## src/rtl/pci_blank_map.vh

```
// Register offsets, field positions and reset values of the control-input block.
`ifndef PCI_BLANK_MAP_VH
`define PCI_BLANK_MAP_VH

// ----------------------------------------------------------------
// Register byte offsets on the APB bus
// ----------------------------------------------------------------
`define ADDR_CFG_LOW_BASE 8'h00
`define ADDR_CFG_STRIDE 8'h08
`define ADDR_CFG_HIGH_OFS 8'h04
`define ADDR_BLANK_PERIOD 8'h20
`define ADDR_BLANK_EDGE 8'h24
`define ADDR_STATUS 8'h28

// ----------------------------------------------------------------
// Reset values and writable-bit masks
// ----------------------------------------------------------------
`define RESET_REG16 16'h0000
`define MASK_CFG_LOW 16'hff7f
`define MASK_CFG_HIGH 16'hf7ff
`define MASK_BLANK_PERIOD 16'hfff8
`define MASK_BLANK_EDGE 16'h070f

// ----------------------------------------------------------------
// Field positions
// ----------------------------------------------------------------
`define LOW_SW_TERM 7
`define HIGH_BYPASS_EN 15
`define EDGE_OUT_SEL_LSB 8

// ----------------------------------------------------------------
// Timing and build constants
// ----------------------------------------------------------------
`define BLANK_MIN_CLOCKS 16'h0008
`define GEN_PRESENT_MASK 8'h0f

`endif

```

## src/rtl/pci_channel.v

```verilog
// Acceptance, qualifier, latch and termination logic of one control input.
`timescale 1ns/1ps
`default_nettype none

module pci_channel
(
    // Clock and reset.
    input wire pclk,
    input wire presetn,
    // Configuration words.
    input wire [15:0] cfg_low,
    input wire [15:0] cfg_high,
    // Selected raw source and qualifier inputs.
    input wire src,
    input wire end_of_cycle,
    input wire duty_active,
    input wire blank_active,
    input wire gen_triggered,
    input wire gen_out_sel,
    input wire source_eight,
    input wire source_nine,
    input wire [2:0] trigger_event,
    input wire software_terminate,
    // Local control-input result.
    output reg result
);

// Qualifier source mux shared by acceptance and termination qualifiers.
function qual_mux;
    input [2:0] sel;
    input duty, blank, trig, gout, s8, s9;
    begin
        case (sel)
            3'h0: qual_mux = 1'b1;
            3'h1: qual_mux = duty;
            3'h2: qual_mux = blank;
            3'h3: qual_mux = trig;
            3'h4: qual_mux = gout;
            3'h5: qual_mux = s8;
            3'h6: qual_mux = s9;
            default: qual_mux = 1'b0;
        endcase
    end
endfunction

wire sw_bit = cfg_high[7];
wire [1:0] sw_mode = cfg_high[6:5];
wire [2:0] acceptance_criteria = cfg_high[10:8];
reg held; // Source sampled at end of cycle.
reg acc_prev; // Conditioned source one clock ago.
reg latch; // Set-reset latch of the latched modes.
reg pend; // Termination waiting for end of cycle.
reg next_result;
reg next_latch;
reg term_evt;

// Source optionally held to the end of the PWM cycle, then optionally inverted.
wire cond = (cfg_low[6] ? held : src) ^ cfg_low[5];
// The software bit is ORed in so a reset config leaves the source live.
wire acc_in = cond | (sw_mode == 2'b00 & sw_bit);
wire aq = (qual_mux(cfg_low[10:8], duty_active, blank_active, gen_triggered,
    gen_out_sel, source_eight, source_nine) ^ cfg_low[11])
    | (sw_mode == 2'b01 & sw_bit);
wire tq = (qual_mux(cfg_high[2:0], duty_active, blank_active, gen_triggered,
    gen_out_sel, source_eight, source_nine) ^ cfg_high[3])
    | (sw_mode == 2'b10 & sw_bit);
wire rise = acc_in & ~acc_prev;
wire any_edge = acc_in ^ acc_prev;
wire term_q = term_evt & tq;
// Immediate or end-of-cycle termination of a latched input.
wire term_fire = cfg_low[15] ? term_q : end_of_cycle & (pend | term_q);

// Termination event selection.
always @*
begin
    case (cfg_low[14:12])
        3'h0: term_evt = software_terminate;
        3'h1: term_evt = acc_prev & ~acc_in;
        3'h2: term_evt = trigger_event[0];
        3'h3: term_evt = trigger_event[1];
        3'h4: term_evt = trigger_event[2];
        3'h5: term_evt = gen_out_sel;
        3'h6: term_evt = source_eight;
        default: term_evt = source_nine;
    endcase
end

// Acceptance decode and latch dominance.
always @*
begin
    next_latch = 1'b0;
    next_result = 1'b0;
    case (acceptance_criteria)
        3'h0: next_result = acc_in & aq;
        3'h1: next_result = rise & aq;
        3'h2: next_result = any_edge & aq;
        3'h3, 3'h4, 3'h5:
        begin
            if (cfg_high[4])
                next_latch = term_fire ? 1'b0 : (set_in(acceptance_criteria) | latch);
            else
                next_latch = set_in(acceptance_criteria) | (latch & ~term_fire);
            next_result = next_latch;
        end
        default: next_result = 1'b0;
    endcase
end

// Set input of the latch for each latched mode.
function set_in;
    input [2:0] mode;
    begin
        set_in = (mode == 3'h3) ? acc_in & aq :
            (mode == 3'h4) ? rise & aq : any_edge & aq;
    end
endfunction

// State registers.
always @(posedge pclk or negedge presetn)
begin
    if (!presetn)
    begin
        held <= 1'b0;
        acc_prev <= 1'b0;
        latch <= 1'b0;
        pend <= 1'b0;
        result <= 1'b0;
    end
    else
    begin
        if (end_of_cycle)
            held <= src;
        acc_prev <= acc_in;
        latch <= next_latch;
        pend <= ~end_of_cycle & (pend | term_q);
        result <= next_result;
    end
end

endmodule // pci_channel

`default_nettype wire

```

## src/rtl/blank_timer.v

```verilog
// Leading-edge blanking counter triggered by chosen output edges.
`timescale 1ns/1ps
`default_nettype none
`include "pci_blank_map.vh"

module blank_timer
(
    // Clock and reset.
    input wire pclk,
    input wire presetn,
    // Own generator outputs and configuration.
    input wire high_side_output,
    input wire low_side_output,
    input wire [3:0] edge_enable,
    input wire [15:0] period,
    // Blanking status.
    output reg blank_active
);

reg prev_high; // High side one clock ago.
reg prev_low; // Low side one clock ago.
reg [15:0] count; // Clocks of blanking still to run.

// Enabled edges: bit 3 high rise down to bit 0 low fall.
wire trig = |(edge_enable & {high_side_output & ~prev_high,
    ~high_side_output & prev_high, low_side_output & ~prev_low,
    ~low_side_output & prev_low});
// Three low bits dropped; zero upper field still blanks eight clocks.
wire [15:0] load = (period[15:3] == 13'h0000) ? `BLANK_MIN_CLOCKS :
    {period[15:3], 3'b000};

// Counter restarts on any enabled edge and runs down to zero.
always @(posedge pclk or negedge presetn)
begin
    if (!presetn)
    begin
        prev_high <= 1'b0;
        prev_low <= 1'b0;
        count <= 16'h0000;
        blank_active <= 1'b0;
    end
    else
    begin
        prev_high <= high_side_output;
        prev_low <= low_side_output;
        if (trig)
        begin
            count <= load;
            blank_active <= 1'b1;
        end
        else if (count != 16'h0000)
        begin
            count <= count - 16'h0001;
            blank_active <= (count != 16'h0001);
        end
    end
end

endmodule // blank_timer

`default_nettype wire

```

## src/rtl/pwm_control_input_blanking.v

```verilog
// Control-input conditioning and blanking for one PWM generator, with APB registers.
//
// Register access over APB and the register addresses were left to the implementer.
`timescale 1ns/1ps
`default_nettype none
`include "pci_blank_map.vh"

// Contract
// - Four instances: fault, limit, feed-forward, sync.
// - Five-bit source select: zero, mux, combos, inputs.
// - Bypass uses chosen generator's control-input result.
// - Bypass codes pick generators one to eight.
// - Absent generator selections return zero.
// - Acceptance: level, edges, latched variants decode.
// - Software bit drives the selected logic point.
// - Software mode routes to acceptance or qualifiers.
// - Latch mode picks reset or set dominance.
// - Termination qualifier has optional inverter.
// - Termination qualifier source eight-way decode.
// - Blanking period ignores three low bits.
// - Zero period field gives eight clock blanking.
// - Blanking low three bits read zero.
// - Selector offers generator output as source one.
// - Four enables choose blanking restart edges.
// - Selected generator output never touches blanking.
// - Manual and auto termination selections.
// - Optional sync of source to cycle end.
// - Latched termination immediate or at cycle end.
// - Source polarity inverter before acceptance.
module pwm_control_input_blanking
(
    // Clock and reset.
    input wire pclk,
    input wire presetn,
    // APB slave.
    input wire psel,
    input wire penable,
    input wire pwrite,
    input wire [7:0] paddr,
    input wire [31:0] pwdata,
    output reg [31:0] prdata,
    output wire pready,
    output wire pslverr,
    // Asynchronous pins: dedicated, remappable, comparators.
    input wire [3:0] device_pin,
    input wire [10:0] remappable_input,
    input wire [2:0] comparator,
    // On-chip sources in the generator clock domain.
    input wire [1:0] combo_trigger,
    input wire [3:0] pwm_event,
    input wire configurable_logic_cell_one,
    input wire [7:0] generator_outputs,
    input wire [31:0] peer_results,
    // Own generator status.
    input wire high_side_output,
    input wire low_side_output,
    input wire duty_active,
    input wire generator_triggered,
    input wire end_of_cycle,
    input wire [2:0] trigger_event,
    input wire source_eight,
    input wire source_nine,
    // Results.
    output reg [3:0] control_active,
    output wire [3:0] local_result,
    output wire blanking_active
);

// ----------------------------------------------------------------
// Register storage
// ----------------------------------------------------------------

reg [15:0] cfg_low [0:3]; // Low configuration word per instance.
reg [15:0] cfg_high [0:3]; // High configuration word per instance.
reg [15:0] blanking_period; // Blanking length, low bits kept zero.
reg [15:0] blank_edge_sel; // Output select and edge enables.
reg [3:0] sw_term_pulse; // One-clock software terminate strobes.
reg [31:0] next_prdata;
reg addr_ok;

// ----------------------------------------------------------------
// APB decode
// ----------------------------------------------------------------

// Zero wait states: read data is captured in the setup cycle, so the
// access phase can answer at once while prdata still comes from a flop.
assign pready = 1'b1;
wire access = psel & penable;
wire do_write = access & pwrite;
assign pslverr = access & ~addr_ok;

// Instance index and word half from the address.
wire [1:0] inst = paddr[4:3];
wire is_high = paddr[2];

// Status word shows the block's own live state.
wire [31:0] status_word = {23'h000000, blanking_active,
    local_result, control_active};

// Address decode and read mux.
always @*
begin
    addr_ok = 1'b1;
    next_prdata = 32'h00000000;
    if (paddr[1:0] != 2'b00)
        addr_ok = 1'b0;
    else if (paddr < `ADDR_BLANK_PERIOD)
    begin
        // Software terminate bit is write-only and reads back zero.
        if (is_high)
            next_prdata = {16'h0000, cfg_high[inst]};
        else
            next_prdata = {16'h0000, cfg_low[inst]};
    end
    else if (paddr == `ADDR_BLANK_PERIOD)
        next_prdata = {16'h0000, blanking_period};
    else if (paddr == `ADDR_BLANK_EDGE)
        next_prdata = {16'h0000, blank_edge_sel};
    else if (paddr == `ADDR_STATUS)
        next_prdata = status_word;
    else
        addr_ok = 1'b0;
end

// Read data register, loaded in the setup cycle.
always @(posedge pclk or negedge presetn)
begin
    if (!presetn)
        prdata <= 32'h00000000;
    else if (psel & ~penable & ~pwrite)
        prdata <= next_prdata;
end

// ----------------------------------------------------------------
// Register writes
// ----------------------------------------------------------------

// One process per instance keeps each array entry single-driven.
genvar gi;
generate
    for (gi = 0; gi < 4; gi = gi + 1)
    begin : g_cfg
        wire hit = do_write & (paddr < `ADDR_BLANK_PERIOD)
            & (paddr[1:0] == 2'b00) & (inst == gi);
        // Config words; reserved bits and the terminate strobe not stored.
        always @(posedge pclk or negedge presetn)
        begin
            if (!presetn)
            begin
                cfg_low[gi] <= `RESET_REG16;
                cfg_high[gi] <= `RESET_REG16;
                sw_term_pulse[gi] <= 1'b0;
            end
            else
            begin
                sw_term_pulse[gi] <= hit & ~is_high
                    & pwdata[`LOW_SW_TERM];
                if (hit & is_high)
                    cfg_high[gi] <= pwdata[15:0] & `MASK_CFG_HIGH;
                else if (hit)
                    cfg_low[gi] <= pwdata[15:0] & `MASK_CFG_LOW;
            end
        end
    end
endgenerate

// Blanking registers; low period bits are forced to zero on write.
always @(posedge pclk or negedge presetn)
begin
    if (!presetn)
    begin
        blanking_period <= `RESET_REG16;
        blank_edge_sel <= `RESET_REG16;
    end
    else if (do_write & (paddr == `ADDR_BLANK_PERIOD))
        blanking_period <= pwdata[15:0] & `MASK_BLANK_PERIOD;
    else if (do_write & (paddr == `ADDR_BLANK_EDGE))
        blank_edge_sel <= pwdata[15:0] & `MASK_BLANK_EDGE;
end

// ----------------------------------------------------------------
// Pin synchronisers
// ----------------------------------------------------------------

reg [17:0] pin_meta; // First stage, read only by the second.
reg [17:0] pin_sync; // Second stage, safe for logic.

// Two flops on every asynchronous input. This adds two clocks of
// latency to pin and comparator sources, traded for metastability.
always @(posedge pclk or negedge presetn)
begin
    if (!presetn)
    begin
        pin_meta <= 18'h00000;
        pin_sync <= 18'h00000;
    end
    else
    begin
        pin_meta <= {comparator, device_pin, remappable_input};
        pin_sync <= pin_meta;
    end
end

// ----------------------------------------------------------------
// Generator output selector
// ----------------------------------------------------------------

wire [7:0] present = `GEN_PRESENT_MASK;
wire [2:0] out_sel = blank_edge_sel[`EDGE_OUT_SEL_LSB +: 3];
// Feeds only the control inputs, never the blanking counter.
wire gen_out_sel = generator_outputs[out_sel] & present[out_sel];

// ----------------------------------------------------------------
// Source vector indexed by the five-bit source select
// ----------------------------------------------------------------

// Reserved codes stay tied low.
wire [31:0] src_vec = {configurable_logic_cell_one, 1'b0,
    pin_sync[17:15], pwm_event, pin_sync[14:11], pin_sync[10:0],
    4'h0, combo_trigger, gen_out_sel, 1'b0};

// ----------------------------------------------------------------
// Leading-edge blanking
// ----------------------------------------------------------------

blank_timer u_blank
(
    .pclk(pclk),
    .presetn(presetn),
    .high_side_output(high_side_output),
    .low_side_output(low_side_output),
    .edge_enable(blank_edge_sel[3:0]),
    .period(blanking_period),
    .blank_active(blanking_active)
);

// ----------------------------------------------------------------
// Four control-input instances
// ----------------------------------------------------------------

// Index 0 fault, 1 current limit, 2 feed-forward, 3 sync.
genvar ci;
generate
    for (ci = 0; ci < 4; ci = ci + 1)
    begin : g_pci
        wire [15:0] lo = cfg_low[ci];
        wire [15:0] hi = cfg_high[ci];
        wire [2:0] bp_sel = hi[14:12];
        // Peer result of the same instance kind in the chosen generator.
        wire peer = peer_results[{bp_sel, 2'b00} + ci] & present[bp_sel];

        pci_channel u_chan
        (
            .pclk(pclk),
            .presetn(presetn),
            .cfg_low(lo),
            .cfg_high(hi),
            .src(src_vec[lo[4:0]]),
            .end_of_cycle(end_of_cycle),
            .duty_active(duty_active),
            .blank_active(blanking_active),
            .gen_triggered(generator_triggered),
            .gen_out_sel(gen_out_sel),
            .source_eight(source_eight),
            .source_nine(source_nine),
            .trigger_event(trigger_event),
            .software_terminate(sw_term_pulse[ci]),
            .result(local_result[ci])
        );

        // Bypass swaps the local result for the peer's; registered so the
        // output is glitch free, at the cost of one clock of latency.
        always @(posedge pclk or negedge presetn)
        begin
            if (!presetn)
                control_active[ci] <= 1'b0;
            else if (hi[`HIGH_BYPASS_EN])
                control_active[ci] <= peer;
            else
                control_active[ci] <= local_result[ci];
        end
    end
endgenerate

endmodule // pwm_control_input_blanking

`default_nettype wire

```

## config.mk

```make
export PLATFORM = sky130hd
export DESIGN_NAME = pwm_control_input_blanking
export DESIGN_NICKNAME = d
export VERILOG_FILES = /design/src/rtl/pci_channel.v /design/src/rtl/blank_timer.v /design/src/rtl/pwm_control_input_blanking.v
export VERILOG_INCLUDE_DIRS = /design/src /design/src/rtl
export SDC_FILE = /design/constraint.sdc
export NUM_CORES = 1
export LEC_CHECK = 0
export BUFFER_PORTS_ARGS = -buffer_cell sky130_fd_sc_hd__buf_4
export CAP_MARGIN = 20
export CORE_UTILIZATION = 63
export DETAILED_ROUTE_END_ITERATION = 10
export PLACE_DENSITY = 0.94
export RECOVER_POWER = 50
export REMOVE_ABC_BUFFERS = 1
export SETUP_SLACK_MARGIN = 0.15
export SYNTH_ARGS = -nofsm -noshare
export SYNTH_HDL_FRONTEND = slang
export SYNTH_SLANG_ARGS = --single-unit
```

## constraint.sdc

```tcl
create_clock -name pclk -period 5.1 [get_ports pclk]
set_input_delay 1.02 -clock pclk [delete_from_list [all_inputs] [get_ports pclk]]
set_output_delay 1.02 -clock pclk [all_outputs]
set_load 0.1 [all_outputs]
```

# --- Yosys cells after proc, flatten, opt, wreduce, memory -nomap -nowiden ---
# Memories as Yosys holds them, arrays and structs flattened.
# Cells that the tools add are included.
classes:
  magnitude_cmp: 15
  reduce_logical: 36
  eq_ne: 107
  add_sub_neg: 4
  bitwise_logic: 150
  mux: 93
op_table:
  columns: ["op", "count"]
  rows:
  - ["3-bit == test, second input constant", 44]
  - ["16-bit two-way mux", 8]
  - ["3-bit by 2-bit == test with 1-bit output, second input constant", 32]
  - ["32-bit two-way mux", 3]
  - ["1-bit case mux with 7 select lines", 12]
  - ["1-bit bitwise AND", 82]
  - ["16-bit binary-select mux with 2-bit select", 2]
  - ["1-bit two-way mux", 53]
  - ["3-bit by 1-bit == test with 1-bit output, second input constant", 16]
  - ["3-bit logical NOT", 16]
  - ["1-bit binary-select mux with 5-bit select", 7]
  - ["5-bit by 6-bit < comparator with 1-bit output, second input constant", 5]
  - ["1-bit NOT", 26]
  - ["8-bit by 6-bit == test with 1-bit output, second input constant", 3]
  - ["1-bit bitwise OR", 24]
  - ["3-bit by 4-bit < comparator with 1-bit output, second input constant", 5]
  - ["6-bit < comparator, second input constant", 3]
  - ["16-bit by 1-bit inequality test with 1-bit output, second input constant", 1]
  - ["1-bit case mux with 4 select lines", 4]
  - ["16-bit nonzero test", 1]
  - ["16-bit by 1-bit subtractor with 16-bit output, second input constant", 1]
  - ["1-bit bitwise XOR", 16]
  - ["13-bit logical NOT", 1]
  - ["5-bit by 2-bit adder with 6-bit output, second input constant", 2]
  - ["other kinds (15)", 38]
word_totals:
  reg_bits: 255
  mem_count: 5
  wordCells: 455
  input_bits: 120
  mem_bits_ro: 40
  output_inout_bits: 43
memory_table:
  columns: ["memory", "depth", "word_bits", "rd", "rd_ports_with_merged_regs", "wr", "line", "source"]
  rows:
  - ["(name not given)", 8, 1, 1, 0, 0, "pwm_control_input_blanking.v:250", "wire peer = peer_results[{bp_sel, 2'b00} + ci] & present[bp_sel];"]
  - ["(name not given)", 8, 1, 1, 0, 0, "pwm_control_input_blanking.v:250", null]
  - ["(name not given)", 8, 1, 1, 0, 0, "pwm_control_input_blanking.v:250", null]
  - ["(name not given)", 8, 1, 1, 0, 0, "pwm_control_input_blanking.v:250", null]
  - ["(name not given)", 8, 1, 1, 0, 0, "pwm_control_input_blanking.v:211", "wire gen_out_sel = generator_outputs[out_sel] & present[out_sel];"]

# --- Depth between registers and ports, before layout ---
depth:
  depth_word: 20
  depth_mapped: 16
  mapped_depth_nobuf: 15

# --- Hierarchy ---
# A second synthesis with hierarchy kept.
hier_totals:
  cells_unflattened: 1088
  hier_area_um2: 13206.4
by_module_without_submodules:
  columns: ["module", "cells_per_inst", "instances", "area_each_um2", "seq_area_each_um2"]
  rows:
  - ["pwm_control_input_blanking", 648, 1, 9411.5, 5004.8]
  - ["pci_channel", 79, 4, 656.9, 125.1]
  - ["blank_timer", 124, 1, 1167.4, 475.5]

# --- Worst setup path before layout ---
# No wires, ideal clock.
synth_timing:
  path_kind: "input port to output port"
  from: "input port paddr[2]"
  to: "output port pslverr"
  setup_slack_ps: 1286
  t_arrival_ps: 2794
  path_stages: 5
  required_time_ps: 4080
  n_path_buf: 2
  cell_sequence: "clkbuf_1 clkbuf_1 a21oi_1 o21ai_0 and3_1"
synth_between:
  elab_chain_cells: 8
  elab_cells_between_ends: 11
  classes_between: "order compare (1); eq/ne (3); mux (5); bitwise (2)"
synth_lines:
  columns: ["item", "line", "source"]
  rows:
  - ["start, declared", "pwm_control_input_blanking.v:39", "input wire [7:0] paddr,"]
  - ["8-bit by 6-bit == test with 1-bit output (no line)", null, null]
  - ["1-bit two-way mux", "pwm_control_input_blanking.v:119", "else if (paddr == `ADDR_STATUS)"]
  - ["1-bit two-way mux", "pwm_control_input_blanking.v:117", "else if (paddr == `ADDR_BLANK_EDGE)"]
  - ["1-bit two-way mux", "pwm_control_input_blanking.v:115", "else if (paddr == `ADDR_BLANK_PERIOD)"]
  - ["1-bit two-way mux *", "pwm_control_input_blanking.v:107", "else if (paddr < `ADDR_BLANK_PERIOD)"]
  - ["1-bit two-way mux *", "pwm_control_input_blanking.v:105", "if (paddr[1:0] != 2'b00)"]
  - ["1-bit NOT *", "pwm_control_input_blanking.v:90", "assign pslverr = access & ~addr_ok;"]
  - ["1-bit bitwise AND *", "pwm_control_input_blanking.v:90", null]
  - ["end, declared", "pwm_control_input_blanking.v:43", "output wire pslverr,"]
# Mark *: on every way between the ends. The rest lies on a longest branch, timed or not.

# --- Worst setup path after layout ---
layout_timing:
  from: "register cfg_low (netlist bit g_pci[3].lo[0])"
  to: "register g_pci[3].u_chan.result"
layout_between:
  elab_chain_cells: 17
  elab_cells_between_ends: 26
  classes_between: "mux (10); bitwise (16)"
layout_lines:
  columns: ["item", "line", "source"]
  rows:
  - ["start, declared", "pwm_control_input_blanking.v:73", "reg [15:0] cfg_low [0:3];"]
  - ["start signal, assigned by index", "pwm_control_input_blanking.v:150", "cfg_low[gi] <= `RESET_REG16;"]
  - ["start signal, assigned by index", "pwm_control_input_blanking.v:161", "cfg_low[gi] <= pwdata[15:0] & `MASK_CFG_LOW;"]
  - ["1-bit binary-select mux with 5-bit select *", "pwm_control_input_blanking.v:258", ".src(src_vec[lo[4:0]]),"]
  - ["1-bit two-way mux (implied by the code) *", "pwm_control_input_blanking.v:258", null]
  - ["1-bit two-way mux *", "pci_channel.v:58", "wire cond = (cfg_low[6] ? held : src) ^ cfg_low[5];"]
  - ["1-bit bitwise XOR *", "pci_channel.v:58", null]
  - ["1-bit bitwise OR *", "pci_channel.v:60", "wire acc_in = cond | (sw_mode == 2'b00 & sw_bit);"]
  - ["1-bit NOT", "pci_channel.v:78", "3'h1: term_evt = acc_prev & ~acc_in;"]
  - ["1-bit bitwise AND", "pci_channel.v:78", null]
  - ["1-bit case mux with 7 select lines", "pci_channel.v:76", "case (cfg_low[14:12])"]
  - ["[2 not listed]", null, null]
  - ["1-bit bitwise AND", "pci_channel.v:71", "wire term_fire = cfg_low[15] ? term_q : end_of_cycle & (pend | term_q);"]
  - ["1-bit two-way mux", "pci_channel.v:71", null]
  - ["1-bit NOT", "pci_channel.v:102", "next_latch = set_in(acceptance_criteria) | (latch & ~term_fire);"]
  - ["1-bit bitwise AND", "pci_channel.v:102", null]
  - ["1-bit bitwise OR", "pci_channel.v:102", null]
  - ["1-bit two-way mux", "pci_channel.v:99", "if (cfg_high[4])"]
  - ["1-bit case mux with 4 select lines *", "pci_channel.v:93", "case (acceptance_criteria)"]
  - ["named net g_pci[3].u_chan.next_result", "pci_channel.v:53", "reg next_result;"]
  - ["end signal, assigned", "pci_channel.v:136", "result <= next_result;"]
  - ["end, declared", "pci_channel.v:25", "output reg result"]
# The timed path passes the listed nets; every way through them passes the cells marked *. The select of a mux whose other input is x is not followed.
# A chain may end at the register's enable or synchronous reset.

==> flow_summary.ini <==
[status]
status = complete, but fails checks
violations = max-capacitance violations, max-slew violations

[layout]
nFillCells = 1219
syn2layout_area_growth_pct = 14.61
diodes = 0
layout_common_cells = dfrtp_1, mux2_2, buf_4
finalInstanceArea_sq_um = 14700
final_cell_count_no_fill = 1454
nNetsFinal = 1299
final_common_cell = dfrtp_1
layout-drive-gt1-share_pct = 30.11

[logic_synthesis]
synthTopCellsByArea = dfrtp_1, mux2_2, mux4_2, mux2i_1, o21ai_0
syn_area_per_cell_sq_um = 11.85
synth_warnings = 0
synthArstFlopShare_pct = 100.0
postSynthCellCount = 1082
ys_ff_latch = 239
ys.flop_type = dfrtp_1
yosysTopAreaCell = dfrtp_1
synth-seq-area-share_pct = 46.63
ys_types = 73
synth_top_area_share_pct = 46.63
mappedNetlistArea_sq_um = 12820
synth_edf_count = 0

[sta]
fin_crit_ns = 4.095
setup_violations = 0
tightest_slew_ns = 3.000
max_freq_mhz = 244.2
timing.hold.ws_ns = 0.3461
post-route-period-util_pct = 80.29
slew_headroom_pct = -99.97
maxSlewViolCount = 120
grt_setup_unrepaired = no
setup_tns_ns = 0
finalHoldViolCount = 0
finClkSkew_ns = 0.03171

[pwr]
p_leak_nw = 6.600
p_clk_share_pct = 44.6
switching_share_pct = 25.64
p_int_mw = 3.597
powerDensity_nw_per_um2 = 329.1
total_power_mw = 4.837
p_switching_mw = 1.240
max-vdd-ir-drop_v = 0.0003629
p_seq_share_pct = 43.7
combPwrFrac_pct = 11.7

[grt]
antenna_found_initial = 0
grt_overflow = 0
grt_first_pass_wirelength_um = 53450
track_usage_pct = 34.06
grt_max_degree = 121
grt_pass1_vias = 9761

[min_path]
holdPathEnd = pin_sync[14]$_DFF_PN0_
hp-start = pin_meta[14]$_DFF_PN0_
hold_depth = 0
min_path_type = reg2reg

[clock_tree]
clock_sinks = 239
post-cts-setup-buffer-count = 0
clk_pin_slew_ns = 0.06
cts_root_buffer = clkbuf_16
cts_tree = built
hold_buffers = 0
clk_latency_ns = 0.55
cts-htree-levels = 1
cts_resized = 0
cts_made_buffers = 26
cts_buffer_depth = 3

[drt]
drt_iter0_drc = 1121
viasPerCell = 6.834
drc = 0
num_vias = 9937
wl_um = 34470
wl_per_cell_um = 23.70
firstDrtPassIters = 8
postRouteAntennaNets = 0

[setup_path]
worstPathRequired_ns = 5.51
r2r_start = g_pci[3].lo[0]$_DFFE_PN0P_
crit_buf_inv = 0
crit_top_cell = o211ai_1
reg2regPathDepth = 15
crit_path_end_kind = register
critPathMaxStageDelay_ns = 0.76
worstSetupPathType = reg2reg
startpoint_type = register
reg2reg_slack_ns = 1.01
r2r_end = g_pci[3].u_chan.result$_DFF_PN0_
path_delay_family = compound AO/OA/AOI/OAI gates
crit_arrival_ns = 4.50
crit_chain = mux4_2, nand2_1, nand2_1, o211ai_1, a211oi_1, nor3_1, ha_1, mux2i_1, o211ai_1, a31oi_1, nor2_1, a32oi_1, o21ai_0, o211ai_1, a31o_2
cp-startpoint = g_pci[3].lo[0]$_DFFE_PN0P_
slowest_stage = dfrtp_1
crit_path_max_fanout = 13

[floorplan]
die_h_um = 144.7
coreArea_sq_um = 19720
die_x_um = 144.7
die-area_sq_um = 20930
io_pins = 163
std_cell_rows = 51
start_util_pct = 65.04

[placement]
place_congestion = 0.9240
numPortBuffers = 109
placedInstanceArea_sq_um = 13720
dp_hpwl_um = 23340
dp.cells = 1406

[job]
max_cap_violations = 1
synthesized netlist by cell type, types with 10 or more instances:
master,n
nand2_1,68
mux2_2,125
clkbuf_1,33
mux4_2,56
ha_1,10
nand3_1,12
nor3_1,19
nor3b_1,16
o22ai_1,12
nor2_1,63
dfrtp_1,239
a211oi_1,11
nor4_1,11
inv_1,40
o21ai_0,53
mux2i_1,33
nand3b_1,22
a21oi_1,36
nand2b_1,10
mux2_1,17
buf_4,23
how the worst max path moves through the flow:
stage                                                  end  slack (ns)  cells after the start
after detailed placement  g_pci[3].u_chan.result$_DFF_PN0_        0.60                     16
after global placement    g_pci[0].u_chan.result$_DFF_PN0_        0.74                     15
final                     g_pci[3].u_chan.result$_DFF_PN0_        1.01                     15
after global routing      g_pci[2].u_chan.result$_DFF_PN0_        0.74                     12
after floorplan           g_pci[2].u_chan.result$_DFF_PN0_        1.31                     12
after CTS                 g_pci[2].u_chan.result$_DFF_PN0_        1.02                     12
power groups by stage:
stage	sequential, mW	combinational (mW)	clock [mW]
2_1_floorplan	2.14	0.316	0
3_3_place_gp	2.13	0.540	0
3_5_place_dp	2.14	0.562	0
4_1_cts	2.11	0.567	2.18
5_1_grt	2.13	0.615	2.24
6_report	2.11	0.568	2.16
stage by stage:
stage | utilization [%] | setup WS, ns
after floorplan | - | 1.311
after global placement | 69.60 | 0.7448
after detailed placement | 69.60 | 0.5973
after CTS | 74.67 | 1.019
after global routing | 74.55 | 0.7402
final | 74.55 | 1.005
sequential cells by signal (all words and copies together) (netlist names):
| name | flops |
|---|---|
| g_pci.lo | 60 |
| g_pci.u_chan.latch | 4 |
| g_pci.hi | 60 |
| prdata | 16 |
| g_pci.u_chan.acc_prev | 4 |
| u_blank.count | 16 |
| g_pci.u_chan.held | 4 |
| u_blank.prev_high | 1 |
| pin_meta | 18 |
| blanking_period | 13 |
| g_pci.u_chan.pend | 4 |
| pin_sync | 18 |
| blank_edge_sel | 7 |
| u_blank.prev_low | 1 |
| control_active | 4 |
| g_pci.u_chan.result | 4 |
| sw_term_pulse | 4 |
| u_blank.blank_active | 1 |
cells by family (layout without fill, tap and decap cells):
logic type / after synthesis / in the layout / share of synthesized area (%)
AOI/OAI and AO/OA: 199 / 199 / 10.63
xor gates and xnor gates: 18 / 18 / 1.229
adders and majority gates: 10 / 10 / 0.9756
buffers and inverters: 116 / 208 / 4.459
DFF: 239 / 239 / 46.63
muxes: 233 / 233 / 25.29
other: 2 / 17 / 0.05856
and+or+nand+nor: 265 / 265 / 10.72
area by class of cell:
class / instances / area (sq um) / share of cell area [%]
inverters: 40 / 150.1 / 1.021
repair buffers: 120 / 897.1 / 6.103
flip-flops and latches: 239 / 5981 / 40.69
multi-input cells: 742 / 6341 / 43.14
well taps: 265 / 331.6 / 2.256
clock buffers: 35 / 744.5 / 5.065
clock inverters: 13 / 254.0 / 1.728
layer usage:
metal | track usage, % | vias up | share of wire (%)
li1 | - | 4193 | -
met1 | 43.50 | 4981 | 37
met2 | 56.05 | 624 | 49
met3 | 7.667 | 139 | 10
met4 | 14.79 | 0 | 4.4
met5 | 0 | - | 0
Note: power is estimated with default switching activity, not from simulation.
